**src/design/hct_pkg.sv**
```systemverilog
// Overview of operation
// - In modes 1 to 3 the first clock rises at bits 5:0 and falls at bits 13:8 of its edge register; in 3-phase mode that register places phase 3.
// - The second edge register drives the second clock in mode 2, the fifth clock in mode 3 and phase 2 in 3-phase mode.
// - The last-stage clock takes its rising edge from bits 5:0 and its falling edge from bits 13:8 of its own register, falling edge resetting to 0x20.
// - In 3-phase mode phase 1 takes both edges from a dedicated register whose falling edge resets to 0x20.
// - The reset-gate clock rises at bits 5:0 and falls at bits 13:8 of its register, falling edge resetting to 0x10.
// - Blanking-control bit 0 retimes the first clock's blanking by one stage; clear together with bit 20 means no retime.
// - Bits 1, 2 and 3 give the same retime for the second clock, the last-stage clock and the 3-phase clocks.
// - A nonzero 4-bit width at bits 7:4 widens the clocks during blanking; zero disables it.
// - Blanking reaches the last-stage clock only while bit 9 is one.
// - Bits 20 to 23 each add one more retime stage to the blanking of the first, second, last-stage or 3-phase clocks.
// - Five 3-bit drive codes, each resetting to 1, enable the output drivers; code zero turns a driver off.
package hct_pkg;
  localparam int ADDR_W = 8;
  localparam int DATA_W = 28;
  localparam int LOC_W = 6;
  localparam int MODE_W = 5;
  localparam int DRV_W = 3;
  localparam int NUM_EDGE = 5;
  localparam int NUM_DRV = 5;
  // Register offsets
  localparam logic [7:0] OFS_SCHEME = 8'h24;
  localparam logic [7:0] OFS_FIRST = 8'h30;
  localparam logic [7:0] OFS_SECOND = 8'h31;
  localparam logic [7:0] OFS_LAST = 8'h32;
  localparam logic [7:0] OFS_PHASE1 = 8'h33;
  localparam logic [7:0] OFS_RGATE = 8'h34;
  localparam logic [7:0] OFS_BLANK = 8'h35;
  localparam logic [7:0] OFS_DRIVE = 8'h36;
  localparam logic [7:0] OFS_STATUS = 8'h3B;
  // Field positions
  localparam int RISE_LSB = 0;
  localparam int FALL_LSB = 8;
  localparam int TEST_BIT = 16;
  localparam int BLK_RESYNC_LSB = 0;
  localparam int BLK_WIDTH_LSB = 4;
  localparam int BLK_LAST_EN = 9;
  localparam int BLK_EXTRA_LSB = 20;
  localparam int DRV_STRIDE = 4;
  localparam int DRV_LAST_LSB = 16;
  // Group index inside the resync and extra fields
  localparam int GRP_FIRST = 0;
  localparam int GRP_SECOND = 1;
  localparam int GRP_LAST = 2;
  localparam int GRP_3PH = 3;
  // Reset values
  localparam logic [27:0] RST_EDGE = 28'h0012000;
  localparam logic [27:0] RST_RGATE = 28'h0011000;
  localparam logic [27:0] RST_BLANK = 28'h0000000;
  localparam logic [27:0] RST_DRIVE = 28'h0011111;
  localparam logic [4:0] RST_SCHEME = 5'h01;
  // Scheme codes
  localparam logic [4:0] CODE_MODE1 = 5'h01;
  localparam logic [4:0] CODE_MODE2 = 5'h02;
  localparam logic [4:0] CODE_MODE3 = 5'h04;
  localparam logic [4:0] CODE_3PH = 5'h10;
  // Last fine position in a pixel period
  localparam logic [5:0] LAST_POS = 6'h3F;

  typedef enum logic [2:0] {SCH_MODE1, SCH_MODE2, SCH_MODE3, SCH_3PH, SCH_BAD} hct_scheme_e;

  typedef struct packed {
    logic [ADDR_W-1:0] addr;
    logic [DATA_W-1:0] wdata;
    logic wr;
    logic rd;
  } hct_reg_req_s;

  function automatic logic [LOC_W-1:0] riseLoc(input logic [DATA_W-1:0] r);
    riseLoc = r[RISE_LSB +: LOC_W];
  endfunction : riseLoc

  function automatic logic [LOC_W-1:0] fallLoc(input logic [DATA_W-1:0] r);
    fallLoc = r[FALL_LSB +: LOC_W];
  endfunction : fallLoc

  function automatic hct_scheme_e decodeScheme(input logic [MODE_W-1:0] c);
    case (c)
      CODE_MODE1: decodeScheme = SCH_MODE1;
      CODE_MODE2: decodeScheme = SCH_MODE2;
      CODE_MODE3: decodeScheme = SCH_MODE3;
      CODE_3PH: decodeScheme = SCH_3PH;
      default: decodeScheme = SCH_BAD;
    endcase
  endfunction : decodeScheme
endpackage : hct_pkg

```
**src/design/hct_edge_gen.sv**
```systemverilog
`timescale 1ns/1ns
// One clock level driven by a rise and a fall location
module hct_edge_gen #(
  parameter int LOC_W = 6
) (
  input wire logic core_clk,
  input wire logic nrst,
  input wire logic [LOC_W-1:0] pos,
  input wire logic [LOC_W-1:0] rise,
  input wire logic [LOC_W-1:0] fall,
  output logic lvl
);
  // Rise wins when both locations match, so the clock never sticks low
  always_ff @(posedge core_clk or negedge nrst) begin
    if (!nrst) begin
      lvl <= 1'b0;
    end else if (pos == rise) begin
      lvl <= 1'b1;
    end else if (pos == fall) begin
      lvl <= 1'b0;
    end
  end

  property p_rise;
    @(posedge core_clk) disable iff (!nrst)
      (pos == rise) |=> lvl;
  endproperty
  a_rise: assert property (p_rise) else $error("level not high after rise location");

  property p_fall;
    @(posedge core_clk) disable iff (!nrst)
      (pos == fall && pos != rise) |=> !lvl ##1 (lvl == $past(lvl) || $past(pos) == rise);
  endproperty
  a_fall: assert property (p_fall) else $error("level not low after fall location");
endmodule : hct_edge_gen

```
**src/design/hct_timing_core.sv**
```systemverilog
`timescale 1ns/1ns
// Horizontal clock timing core: edge placement, blanking and driver enables
module hct_timing_core (
  input wire logic core_clk,
  input wire logic nrst,
  input wire hct_pkg::hct_reg_req_s regReq,
  output logic [hct_pkg::DATA_W-1:0] regRdata,
  input wire logic hblankIn,
  output logic [7:0] transferClk,
  output logic lastStageClk,
  output logic resetGateClk,
  output logic [hct_pkg::NUM_DRV-1:0] driveEn
);
  import hct_pkg::*;

  logic [DATA_W-1:0] firstEdges_q;
  logic [DATA_W-1:0] secondEdges_q;
  logic [DATA_W-1:0] lastEdges_q;
  logic [DATA_W-1:0] phaseOneEdges_q;
  logic [DATA_W-1:0] resetGateEdges_q;
  logic [DATA_W-1:0] blankCtl_q;
  logic [DATA_W-1:0] driveCtl_q;
  logic [MODE_W-1:0] scheme_q;
  logic [LOC_W-1:0] pos_q;
  logic blankDly1_q;
  logic blankDly2_q;
  logic [3:0] widePix_q;
  logic wideClk_q;
  logic [NUM_EDGE-1:0] lvl;
  logic [DATA_W-1:0] edgeRegs [NUM_EDGE];
  hct_scheme_e scheme;
  logic blankFirst;
  logic blankSecond;
  logic blankLast;
  logic blank3ph;
  logic [3:0] wideWidth;
  logic wideOn;
  logic [7:0] transferClk_d;
  logic lastStageClk_d;
  logic [DATA_W-1:0] rdata_d;

  // Pick a blanking tap from how many retime stages are enabled
  function automatic logic blankTap(input logic raw, input logic d1, input logic d2,
                                    input logic resync, input logic extra);
    case ({resync, extra})
      2'b00: blankTap = raw;
      2'b11: blankTap = d2;
      default: blankTap = d1;
    endcase
  endfunction : blankTap

  // During blanking a clock is parked low or follows the wide clock
  function automatic logic blanked(input logic clk, input logic blk, input logic on,
                                   input logic wide);
    blanked = blk ? (on & wide) : clk;
  endfunction : blanked

  // Register writes; reserved bits are stored as written so readback is honest, except in the scheme register, which keeps bits 4:0 only
  always_ff @(posedge core_clk or negedge nrst) begin
    if (!nrst) begin
      firstEdges_q <= RST_EDGE;
      secondEdges_q <= RST_EDGE;
      lastEdges_q <= RST_EDGE;
      phaseOneEdges_q <= RST_EDGE;
      resetGateEdges_q <= RST_RGATE;
      blankCtl_q <= RST_BLANK;
      driveCtl_q <= RST_DRIVE;
      scheme_q <= RST_SCHEME;
    end else if (regReq.wr) begin
      case (regReq.addr)
        OFS_FIRST: firstEdges_q <= regReq.wdata;
        OFS_SECOND: secondEdges_q <= regReq.wdata;
        OFS_LAST: lastEdges_q <= regReq.wdata;
        OFS_PHASE1: phaseOneEdges_q <= regReq.wdata;
        OFS_RGATE: resetGateEdges_q <= regReq.wdata;
        OFS_BLANK: blankCtl_q <= regReq.wdata;
        OFS_DRIVE: driveCtl_q <= regReq.wdata;
        OFS_SCHEME: scheme_q <= regReq.wdata[MODE_W-1:0];
        default: ;
      endcase
    end
  end

  // Readback; unmapped offsets read zero
  always_comb begin
    rdata_d = '0;
    case (regReq.addr)
      OFS_FIRST: rdata_d = firstEdges_q;
      OFS_SECOND: rdata_d = secondEdges_q;
      OFS_LAST: rdata_d = lastEdges_q;
      OFS_PHASE1: rdata_d = phaseOneEdges_q;
      OFS_RGATE: rdata_d = resetGateEdges_q;
      OFS_BLANK: rdata_d = blankCtl_q;
      OFS_DRIVE: rdata_d = driveCtl_q;
      OFS_SCHEME: rdata_d = {{(DATA_W-MODE_W){1'b0}}, scheme_q};
      OFS_STATUS: rdata_d = {18'h00000, wideClk_q, blankFirst,
                             (scheme == SCH_BAD), 1'b0, pos_q};
      default: rdata_d = '0;
    endcase
  end

  // Read data stand only in the cycle after the strobe
  always_ff @(posedge core_clk or negedge nrst) begin
    if (!nrst) begin
      regRdata <= '0;
    end else if (regReq.rd) begin
      regRdata <= rdata_d;
    end else begin
      regRdata <= '0;
    end
  end

  // Fine position counter; one pixel period is 64 core cycles
  always_ff @(posedge core_clk or negedge nrst) begin
    if (!nrst) begin
      pos_q <= '0;
    end else begin
      pos_q <= pos_q + 6'h01;
    end
  end

  // Shared retime chain; each stage is one core cycle, the finest step this clock has
  always_ff @(posedge core_clk or negedge nrst) begin
    if (!nrst) begin
      blankDly1_q <= 1'b0;
      blankDly2_q <= 1'b0;
    end else begin
      blankDly1_q <= hblankIn;
      blankDly2_q <= blankDly1_q;
    end
  end

  // Per-group blanking taps
  always_comb begin
    blankFirst = blankTap(hblankIn, blankDly1_q, blankDly2_q,
                          blankCtl_q[BLK_RESYNC_LSB + GRP_FIRST],
                          blankCtl_q[BLK_EXTRA_LSB + GRP_FIRST]);
    blankSecond = blankTap(hblankIn, blankDly1_q, blankDly2_q,
                           blankCtl_q[BLK_RESYNC_LSB + GRP_SECOND],
                           blankCtl_q[BLK_EXTRA_LSB + GRP_SECOND]);
    blankLast = blankCtl_q[BLK_LAST_EN] &
                blankTap(hblankIn, blankDly1_q, blankDly2_q,
                         blankCtl_q[BLK_RESYNC_LSB + GRP_LAST],
                         blankCtl_q[BLK_EXTRA_LSB + GRP_LAST]);
    blank3ph = blankTap(hblankIn, blankDly1_q, blankDly2_q,
                        blankCtl_q[BLK_RESYNC_LSB + GRP_3PH],
                        blankCtl_q[BLK_EXTRA_LSB + GRP_3PH]);
  end

  assign wideWidth = blankCtl_q[BLK_WIDTH_LSB +: 4];
  assign wideOn = (wideWidth != 4'h0);

  // Wide clock toggles every wideWidth pixel periods while blanking lasts
  always_ff @(posedge core_clk or negedge nrst) begin
    if (!nrst) begin
      widePix_q <= '0;
      wideClk_q <= 1'b0;
    end else if (!hblankIn || !wideOn) begin
      widePix_q <= '0;
      wideClk_q <= 1'b0;
    end else if (pos_q == LAST_POS) begin
      if (widePix_q == wideWidth - 4'h1) begin
        widePix_q <= '0;
        wideClk_q <= ~wideClk_q;
      end else begin
        widePix_q <= widePix_q + 4'h1;
      end
    end
  end

  assign edgeRegs[0] = firstEdges_q;
  assign edgeRegs[1] = secondEdges_q;
  assign edgeRegs[2] = lastEdges_q;
  assign edgeRegs[3] = phaseOneEdges_q;
  assign edgeRegs[4] = resetGateEdges_q;

  // One edge generator per programmable clock
  for (genvar g = 0; g < NUM_EDGE; g++) begin : gEdge
    hct_edge_gen #(.LOC_W(LOC_W)) uEdge (
      .core_clk(core_clk),
      .nrst(nrst),
      .pos(pos_q),
      .rise(riseLoc(edgeRegs[g])),
      .fall(fallLoc(edgeRegs[g])),
      .lvl(lvl[g])
    );
  end

  assign scheme = decodeScheme(scheme_q);

  // Route edge levels to pins by scheme; an invalid code parks every transfer clock low, while the last-stage and reset-gate clocks keep running
  always_comb begin
    logic ea;
    logic eb;
    logic e1;
    logic e2;
    logic e3;
    ea = blanked(lvl[0], blankFirst, wideOn, wideClk_q);
    eb = blanked(lvl[1], blankSecond, wideOn, wideClk_q);
    e1 = blanked(lvl[3], blank3ph, wideOn, wideClk_q);
    e2 = blanked(lvl[1], blank3ph, wideOn, wideClk_q);
    e3 = blanked(lvl[0], blank3ph, wideOn, wideClk_q);
    transferClk_d = 8'h00;
    case (scheme)
      SCH_MODE1: transferClk_d = {~ea, ea, ~ea, ea, ~ea, ea, ~ea, ea};
      SCH_MODE2: transferClk_d = {eb, ea, eb, ea, eb, ea, eb, ea};
      SCH_MODE3: transferClk_d = {~eb, eb, ~eb, eb, ~ea, ea, ~ea, ea};
      SCH_3PH: transferClk_d = {e3, e3, e2, e2, 2'b00, e1, e1};
      default: transferClk_d = 8'h00;
    endcase
    lastStageClk_d = blanked(lvl[2], blankLast, wideOn, wideClk_q);
  end

  // Pin outputs come straight from flops
  always_ff @(posedge core_clk or negedge nrst) begin
    if (!nrst) begin
      transferClk <= 8'h00;
      lastStageClk <= 1'b0;
      resetGateClk <= 1'b0;
    end else begin
      transferClk <= transferClk_d;
      lastStageClk <= lastStageClk_d;
      resetGateClk <= lvl[4];
    end
  end

  // Driver enables: code zero means the driver is off
  always_ff @(posedge core_clk or negedge nrst) begin
    if (!nrst) begin
      driveEn <= '0;
    end else begin
      for (int i = 0; i < NUM_DRV - 1; i++) begin
        driveEn[i] <= (driveCtl_q[i*DRV_STRIDE +: DRV_W] != 3'h0);
      end
      driveEn[NUM_DRV-1] <= (driveCtl_q[DRV_LAST_LSB +: DRV_W] != 3'h0);
    end
  end

  property p_pos_wrap;
    @(posedge core_clk) disable iff (!nrst)
      (pos_q == LAST_POS) |=> (pos_q == 6'h00) ##63 (pos_q == LAST_POS);
  endproperty
  a_pos_wrap: assert property (p_pos_wrap) else $error("position count not 64");

  property p_mode1_first;
    @(posedge core_clk) disable iff (!nrst)
      (scheme == SCH_MODE1 && !blankFirst) |=>
        (transferClk[0] == $past(lvl[0]) && transferClk[1] == !$past(lvl[0]));
  endproperty
  a_mode1_first: assert property (p_mode1_first) else $error("first clock wrong");

  property p_mode3_fifth;
    @(posedge core_clk) disable iff (!nrst)
      (scheme == SCH_MODE3 && !blankSecond) |=> (transferClk[4] == $past(lvl[1]));
  endproperty
  a_mode3_fifth: assert property (p_mode3_fifth) else $error("fifth clock wrong");

  property p_no_retime;
    @(posedge core_clk) disable iff (!nrst)
      (!blankCtl_q[0] && !blankCtl_q[20]) |-> (blankFirst == hblankIn);
  endproperty
  a_no_retime: assert property (p_no_retime) else $error("blanking retimed");

  property p_retime_one;
    @(posedge core_clk) disable iff (!nrst)
      (blankCtl_q[0] && !blankCtl_q[20]) |-> (blankFirst == $past(hblankIn));
  endproperty
  a_retime_one: assert property (p_retime_one) else $error("one-stage retime wrong");

  property p_retime_two;
    @(posedge core_clk) disable iff (!nrst)
      (blankCtl_q[0] && blankCtl_q[20]) |-> (blankFirst == $past(hblankIn, 2));
  endproperty
  a_retime_two: assert property (p_retime_two) else $error("extra retime wrong");

  property p_retime_second;
    @(posedge core_clk) disable iff (!nrst)
      (blankCtl_q[BLK_RESYNC_LSB + GRP_SECOND] && !blankCtl_q[BLK_EXTRA_LSB + GRP_SECOND]) |->
        (blankSecond == $past(hblankIn));
  endproperty
  a_retime_second: assert property (p_retime_second) else $error("second retime wrong");

  property p_retime_last;
    @(posedge core_clk) disable iff (!nrst)
      (blankCtl_q[BLK_RESYNC_LSB + GRP_LAST] && !blankCtl_q[BLK_EXTRA_LSB + GRP_LAST]) |->
        (blankLast == (blankCtl_q[BLK_LAST_EN] && $past(hblankIn)));
  endproperty
  a_retime_last: assert property (p_retime_last) else $error("last retime wrong");

  property p_last_blank_off;
    @(posedge core_clk) disable iff (!nrst)
      !blankCtl_q[BLK_LAST_EN] |=> (lastStageClk == $past(lvl[2]));
  endproperty
  a_last_blank_off: assert property (p_last_blank_off) else $error("last clock blanked");

  property p_narrow_blank;
    @(posedge core_clk) disable iff (!nrst)
      (scheme == SCH_MODE1 && blankFirst && !wideOn) |=> (transferClk[0] == 1'b0);
  endproperty
  a_narrow_blank: assert property (p_narrow_blank) else $error("blank not low");

  property p_drive_off;
    @(posedge core_clk) disable iff (!nrst)
      (driveCtl_q[DRV_LAST_LSB +: DRV_W] == 3'h0) |=> !driveEn[NUM_DRV-1];
  endproperty
  a_drive_off: assert property (p_drive_off) else $error("driver on at code zero");

  property p_bad_scheme;
    @(posedge core_clk) disable iff (!nrst)
      (scheme == SCH_BAD) |=> (transferClk == 8'h00);
  endproperty
  a_bad_scheme: assert property (p_bad_scheme) else $error("clocks run on bad code");
endmodule : hct_timing_core

```
**config.mk**
```make
export PLATFORM = sky130hd
export DESIGN_NAME = hct_timing_core
export DESIGN_NICKNAME = d
export VERILOG_FILES = /design/src/design/hct_pkg.sv /design/src/design/hct_edge_gen.sv /design/src/design/hct_timing_core.sv
export SDC_FILE = /design/constraint.sdc
export NUM_CORES = 1
export LEC_CHECK = 0
export BUFFER_PORTS_ARGS = -buffer_cell sky130_fd_sc_hd__buf_2
export CAP_MARGIN = 25
export CELL_PAD_IN_SITES_DETAIL_PLACEMENT = 0
export CELL_PAD_IN_SITES_GLOBAL_PLACEMENT = 1
export CORE_MARGIN = 1
export CORE_UTILIZATION = 51
export DETAILED_ROUTE_END_ITERATION = 10
export PLACE_DENSITY_LB_ADDON = 0.05
export SETUP_SLACK_MARGIN = 0.5
export SYNTH_ARGS = -nofsm -noshare
export SYNTH_HDL_FRONTEND = slang
export SYNTH_SLANG_ARGS = --single-unit
```
**constraint.sdc**
```tcl
create_clock -name core_clk -period 2.27 [get_ports core_clk]
set_clock_uncertainty 0.05 [all_clocks]
set_input_delay 0.3405 -clock core_clk [delete_from_list [all_inputs] [get_ports core_clk]]
set_output_delay 0.3405 -clock core_clk [all_outputs]
set_load 0.03 [all_outputs]
```
# Word level (Yosys, flattened, before mapping)
# Cells that the tools add are included.
# totals
ff_bits,262
in_bits,41
wordCells,124
out_inout_bits,43
# classes
n_reduce_logical,30
add_sub_neg,3
n_bitwise,5
muxes,30
n_eq_ne,33
# op_table
op,n
$pmux 28 s9,1
$eq 8x6->1 const B,9
$eq 6x6->1,10
$pmux 8 s4,1
$mux 28,1
$mux 1,19
$reduce_and 2->1,9
$reduce_bool 3->1,5
$reduce_bool 2->1,7
$mux 4,3
$pmux 3 s4,1
$eq 2x2->1 const B,4
$logic_not 2->1,4
$pmux 1 s2,4
$add 6x1->6 const B,1
$eq 3x2->1 const B,2
$eq 6x6->1 const B,1
$eq 5x1->1 const B,1
$eq 5x2->1 const B,1
$eq 5x3->1 const B,1
$eq 5x5->1 const B,1
$add 4x1->4 const B,1
$eq 4x4->1,1
$reduce_bool 4->1,1
8 further kinds,12

# Longest topological paths before layout
# logic_depth
ltp_word,5
mapped_depth,8

# By module
# A second synthesis with hierarchy kept.
# unflattened
cells_unflattened,936
hier_area_um2,12428.2
# modules_own_cells
mod,seq_area_each_um2,cells_per_inst,instances,area_per_inst_um2
hct_timing_core,6451.2,851,1,11608.6
hct_edge_gen,25.0,17,5,163.9

# Worst setup path after synthesis
# Ideal clock, no wire load.
# synth_path
path_kind,reg-to-reg
startpoint,register blankCtl_q[4]
endpoint,register transferClk[6]
required_time_ps,2150
path_stages_with_launch,7
n_path_buf,0
t_arrival_ps,1695
synth_period_minus_slack_ps,1815
path_slack_ps,455
path_cell_list,dfrtp_1 inv_1 ha_1 nor3b_1 or4b_4 a211o_1 nand3_1
# synth_between
elab_chain_cells,4
elab_cells_between_ends,6
# synth_lines
element,line,text
"start, declared",hct_timing_core.sv:21,logic [DATA_W-1:0] blankCtl_q;
"start signal, assigned",hct_timing_core.sv:76,OFS_BLANK: blankCtl_q <= regReq.wdata;
$reduce_bool 4->1 (*),hct_timing_core.sv:151,assign wideOn = (wideWidth != 4'h0);
$and 1x1->1 (*),hct_timing_core.sv:55,blanked = blk ? (on & wide) : clk;
$mux 1,hct_timing_core.sv:55,
$pmux 8 s4 (*),hct_timing_core.sv:204,case (scheme)
named net transferClk_d[6],hct_timing_core.sv:38,logic [7:0] transferClk_d;
"end signal, assigned",hct_timing_core.sv:221,transferClk <= transferClk_d;
"end, declared",hct_timing_core.sv:9,"output logic [7:0] transferClk,"
# Mark *: on every way through the listed nets, which the timed path passes. The rest lies on a longest branch.
# A chain may end at the register's enable or synchronous reset.

# Worst setup path after layout
# layout_path
startpoint,register blankCtl_q[21]
endpoint,register transferClk[7]
# layout_between
elab_chain_cells,5
elab_cells_between_ends,6
# layout_lines
element,line,text
$eq 2x2->1 or $logic_not 2->1 (tied branches),hct_timing_core.sv:45,"case ({resync, extra})"
$pmux 1 s2 (*),hct_timing_core.sv:45,
$mux 1 (*),hct_timing_core.sv:55,
$not 1->1,hct_timing_core.sv:207,"SCH_MODE3: transferClk_d = {~eb, eb, ~eb, eb, ~ea, ea, ~ea, ea};"
$pmux 8 s4 (*),hct_timing_core.sv:204,
named net transferClk_d[7],hct_timing_core.sv:38,
# Marked as above.

==> results.sh <==
export IMPL_cap_violations=0
export IMPL_layout_drive_gt1_share=0.400
export IMPL_drc=0
export IMPL_slew_violations=0
export IMPL_synth_seq_area_share=0.491
export IMPL_cp_max_fo=3
export IMPL_slew_limit_headroom=0.581
export IMPL_synthTopCellsByArea="dfrtp_1, mux2_4, mux2_2"
export IMPL_synth_edff_count=0
export IMPL_path_delay_family="simple AND/OR/NAND/NOR gates"
export IMPL_cts_num_sinks=262
export IMPL_grt_max_degree=68
export IMPL_drtPass1Iterations=5
export IMPL_yosys_area_top_type="dfrtp_1"
export IMPL_fin_setup_tns_ns=0
export IMPL_r2r_slack_ns=0.40
export IMPL_initial_utilization=0.525
export IMPL_synth_top_family_by_area="multiplexers"
export IMPL_nNetsFinal=1176
export IMPL_finalHoldViolCount=0
export IMPL_io_pins=84
export IMPL_path_class="reg -> reg"
export IMPL_crit_path_top_delay_cell="or3b_2"
export IMPL_place_detailed_hpwl_mm=23.5
export IMPL_reg2reg_to="transferClk[7]$_DFF_PN0_"
export IMPL_yosysWarningCount=0
export IMPL_period_needed_ns=1.87
export IMPL_syn_avg_cell_area_um2=13.3
export IMPL_die_x_um=164
export IMPL_syn_cell_area_um2=13400
export IMPL_n_fill_cell=2050
export IMPL_gp_congestion=0.893
export IMPL_row_count=58
export IMPL_core_um2=25500
export IMPL_grt_antenna_before_repair=1
export IMPL_portBuffers=83
export IMPL_dr_total_vias=8586
export IMPL_end_kind="flop"
export IMPL_die_area_um2=26900
export IMPL_overflow=0
export IMPL_peakVddDrop_mv=0.715
export IMPL_grt_pass1_vias=9026
export IMPL_cts_buffer_depth=3
export IMPL_drtAntennaViolNets=0
export IMPL_p_per_area_nw_per_um2=716
export IMPL_placed_cell_area_um2=14300
export IMPL_arrival_ns=2.30
export IMPL_fin_crit_sh=0.825
export IMPL_async_flop_share=1.00
export IMPL_synth_main_ff_cell="dfrtp_1"
export IMPL_synthToLayoutAreaGrowth_pct=16.6
export IMPL_synth_compound_area_frac=0.0782
export IMPL_rr_worst_depth=6
export IMPL_final_cell_mix="dfrtp_1, mux2_2, buf_2"
export IMPL_min_path_cells=2
export IMPL_ys_seq_elements=262
export IMPL_synth_nets=1057
export IMPL_cp_start_kind="flop"
export IMPL_synthCells=1005
export IMPL_synth_fa_ha_area_frac=0.0103
export IMPL_yosys_area_share_simple=0.0842
export IMPL_max_freq_mhz=534
export IMPL_num_antenna_cells=0
export IMPL_cts_inserted_buffers=30
export IMPL_tightestPinTransition_ns=0.629
export IMPL_wl_per_cell_um=23.9
export IMPL_hold_path_class="in -> reg"
export IMPL_mostFrequentLayoutCell="dfrtp_1"
export IMPL_h_tree_depth=1
export IMPL_rsz0062_at_grt="true"
export IMPL_cp_cell_sequence="inv_1 > ha_1 > a221oi_2 > nor4b_2 > or3b_2 > nand4_1"
export IMPL_outcome="finished clean"
export IMPL_power_mw=11.2
export IMPL_grt_pass1_wl_mm=55.2
export IMPL_max_stage_delay_ns=0.49
export IMPL_yosysTopAreaCellShare=0.460
export IMPL_setup_violations=0
export IMPL_final_area_um2=15600
export IMPL_synthMuxAreaShare=0.245
export IMPL_cts_root_buf="clkbuf_16"
export IMPL_routed_wl_mm=35.4
export IMPL_dieHeight_um=164
export IMPL_cts_tree="yes"
export IMPL_synth_xor_area_share=0.0475
export IMPL_avgViaCountPerCell=5.81
export IMPL_clk_pin_slew_ns=0.06
export IMPL_worstSkewPairLatency_ns=0.55
export IMPL_cp_num_buf_inv=1
export IMPL_grt_util_all_layers=0.275
export IMPL_first_iter_violations=540
export IMPL_holdPathEnd="resetGateEdges_q[24]$_DFFE_PN0P_"
export IMPL_worstHoldStart="regReq[26]"
export IMPL_synth_cell_types=81
export IMPL_cp_required_ns=2.70
export IMPL_p_leak_nw=7.42
export IMPL_regToRegStartpoint="blankCtl_q[21]$_DFFE_PN0P_"
[cell families (layout without fill, tap and decap cells)]
kind of cell / count (synthesis) / after routing
buffers and inverters: 81 / 224
muxes: 263 / 263
and+or+nand+nor: 174 / 174
adders and majority gates: 11 / 11
DFF: 262 / 262
xor gates and xnor gates: 71 / 71
AOI/OAI and AO/OA: 143 / 143
[through the flow]
| stage | worst slack (ns) | util | hold WS, ns | cells |
|---|---|---|---|---|
| floorplan | 0.488 | - | -0.00509 | 1005 |
| global placement | 0.177 | 0.563 | 0.320 | 1410 |
| CTS | 0.366 | 0.610 | 0.0394 | 1478 |
| detailed placement | 0.174 | 0.563 | 0.322 | 1410 |
| global route | 0.341 | 0.613 | 0.0569 | 1478 |
| finish | 0.397 | 0.613 | 0.0524 | 1478 |
[registers in the layout, indices dropped and copies added (netlist names), 4 cells and up]
register and count:
phaseOneEdges_q 28, pos_q 6, transferClk 8, resetGateEdges_q 28, secondEdges_q 28, blankCtl_q 28
firstEdges_q 28, lastEdges_q 28, regRdata 28, driveCtl_q 28, widePix_q 4, scheme_q 5
driveEn 5, gEdge.uEdge.lvl 5
[Yosys cell counts, drive strengths merged, types with 4 or more instances]
master	number
nand2b	4
mux2	222
a31oi	5
a21o	5
ha	11
o211ai	7
mux2i	36
xor2	41
and2	4
nor3	8
a21oi	37
nand3	19
clkbuf	13
nand3b	25
a221o	5
nor2	24
nor4	11
and3	7
dfrtp	246
xnor2	29
o22a	4
mux4	5
o21ai	27
o2bb2ai	5
nand4	10
a22oi	20
buf	54
dfstp	16
nor3b	6
nor2b	6
a32o	8
inv	13
nand2	28
or3	7
[routing by layer]
metal / part of all wire / up-vias / wire length (µm) / global-route usage
met1: 0.48 / 4439 / 17000 / 0.402
met3: 0.036 / 57 / 1290 / 0.0321
met5: 0 / - / 0 / 0
met4: 0.025 / 0 / 898 / 0.0753
li1: - / 3900 / - / -
met2: 0.46 / 190 / 16200 / 0.431
[report_power, final]
group	total [mW]	leakage [nW]	internal [mW]	switching, mW
combinational	1.03	3.41	0.460	0.569
sequential	5.05	3.50	4.89	0.156
clock	5.10	0.505	3.17	1.93
total	11.2	7.42	8.53	2.65
[worst reg2reg max path: cells and delay by family, from the launching register on]
family / cells / cell delay [ns]
compound gates: 1 / 0.24
fa+ha+maj: 1 / 0.30
buf+inv: 1 / 0.07
flops: 1 / 0.44
simple gates: 3 / 0.70
[worst max path at each step]
stage | slack [ns] | cells after the start | endpoint | start
final | 0.40 | 6 | transferClk[7]$_DFF_PN0_ | blankCtl_q[21]$_DFFE_PN0P_
after global routing | 0.34 | 6 | transferClk[6]$_DFF_PN0_ | blankCtl_q[20]$_DFFE_PN0P_
after CTS | 0.37 | 6 | transferClk[6]$_DFF_PN0_ | blankCtl_q[20]$_DFFE_PN0P_
after detailed placement | 0.17 | 6 | transferClk[6]$_DFF_PN0_ | blankCtl_q[20]$_DFFE_PN0P_
after global placement | 0.18 | 6 | transferClk[6]$_DFF_PN0_ | blankCtl_q[20]$_DFFE_PN0P_
after floorplan | 0.49 | 6 | transferClk[6]$_DFF_PN0_ | blankCtl_q[4]$_DFFE_PN0P_
[area by class of cell]
| class | instances | area [µm²] | share of cell area |
|---|---|---|---|
| Clock buffer | 47 | 866 | 0.0555 |
| Clock inverter | 9 | 174 | 0.0111 |
| Inverter | 14 | 52.6 | 0.00337 |
| Multi-Input combinational cell | 662 | 6340 | 0.406 |
| Sequential cell | 262 | 6590 | 0.422 |
| Tap cell | 330 | 413 | 0.0265 |
| Timing Repair Buffer | 154 | 1170 | 0.0752 |
[timing repair]
item,4_1_cts,5_1_grt
endpoints found under the setup margin,18,14
setup buffers,10,0
hold buffers,2,0
hold endpoints to repair,59,0
gates resized for setup,20,14
pin swaps,3,5
No activity file was read; power rests on OpenSTA's default activity.
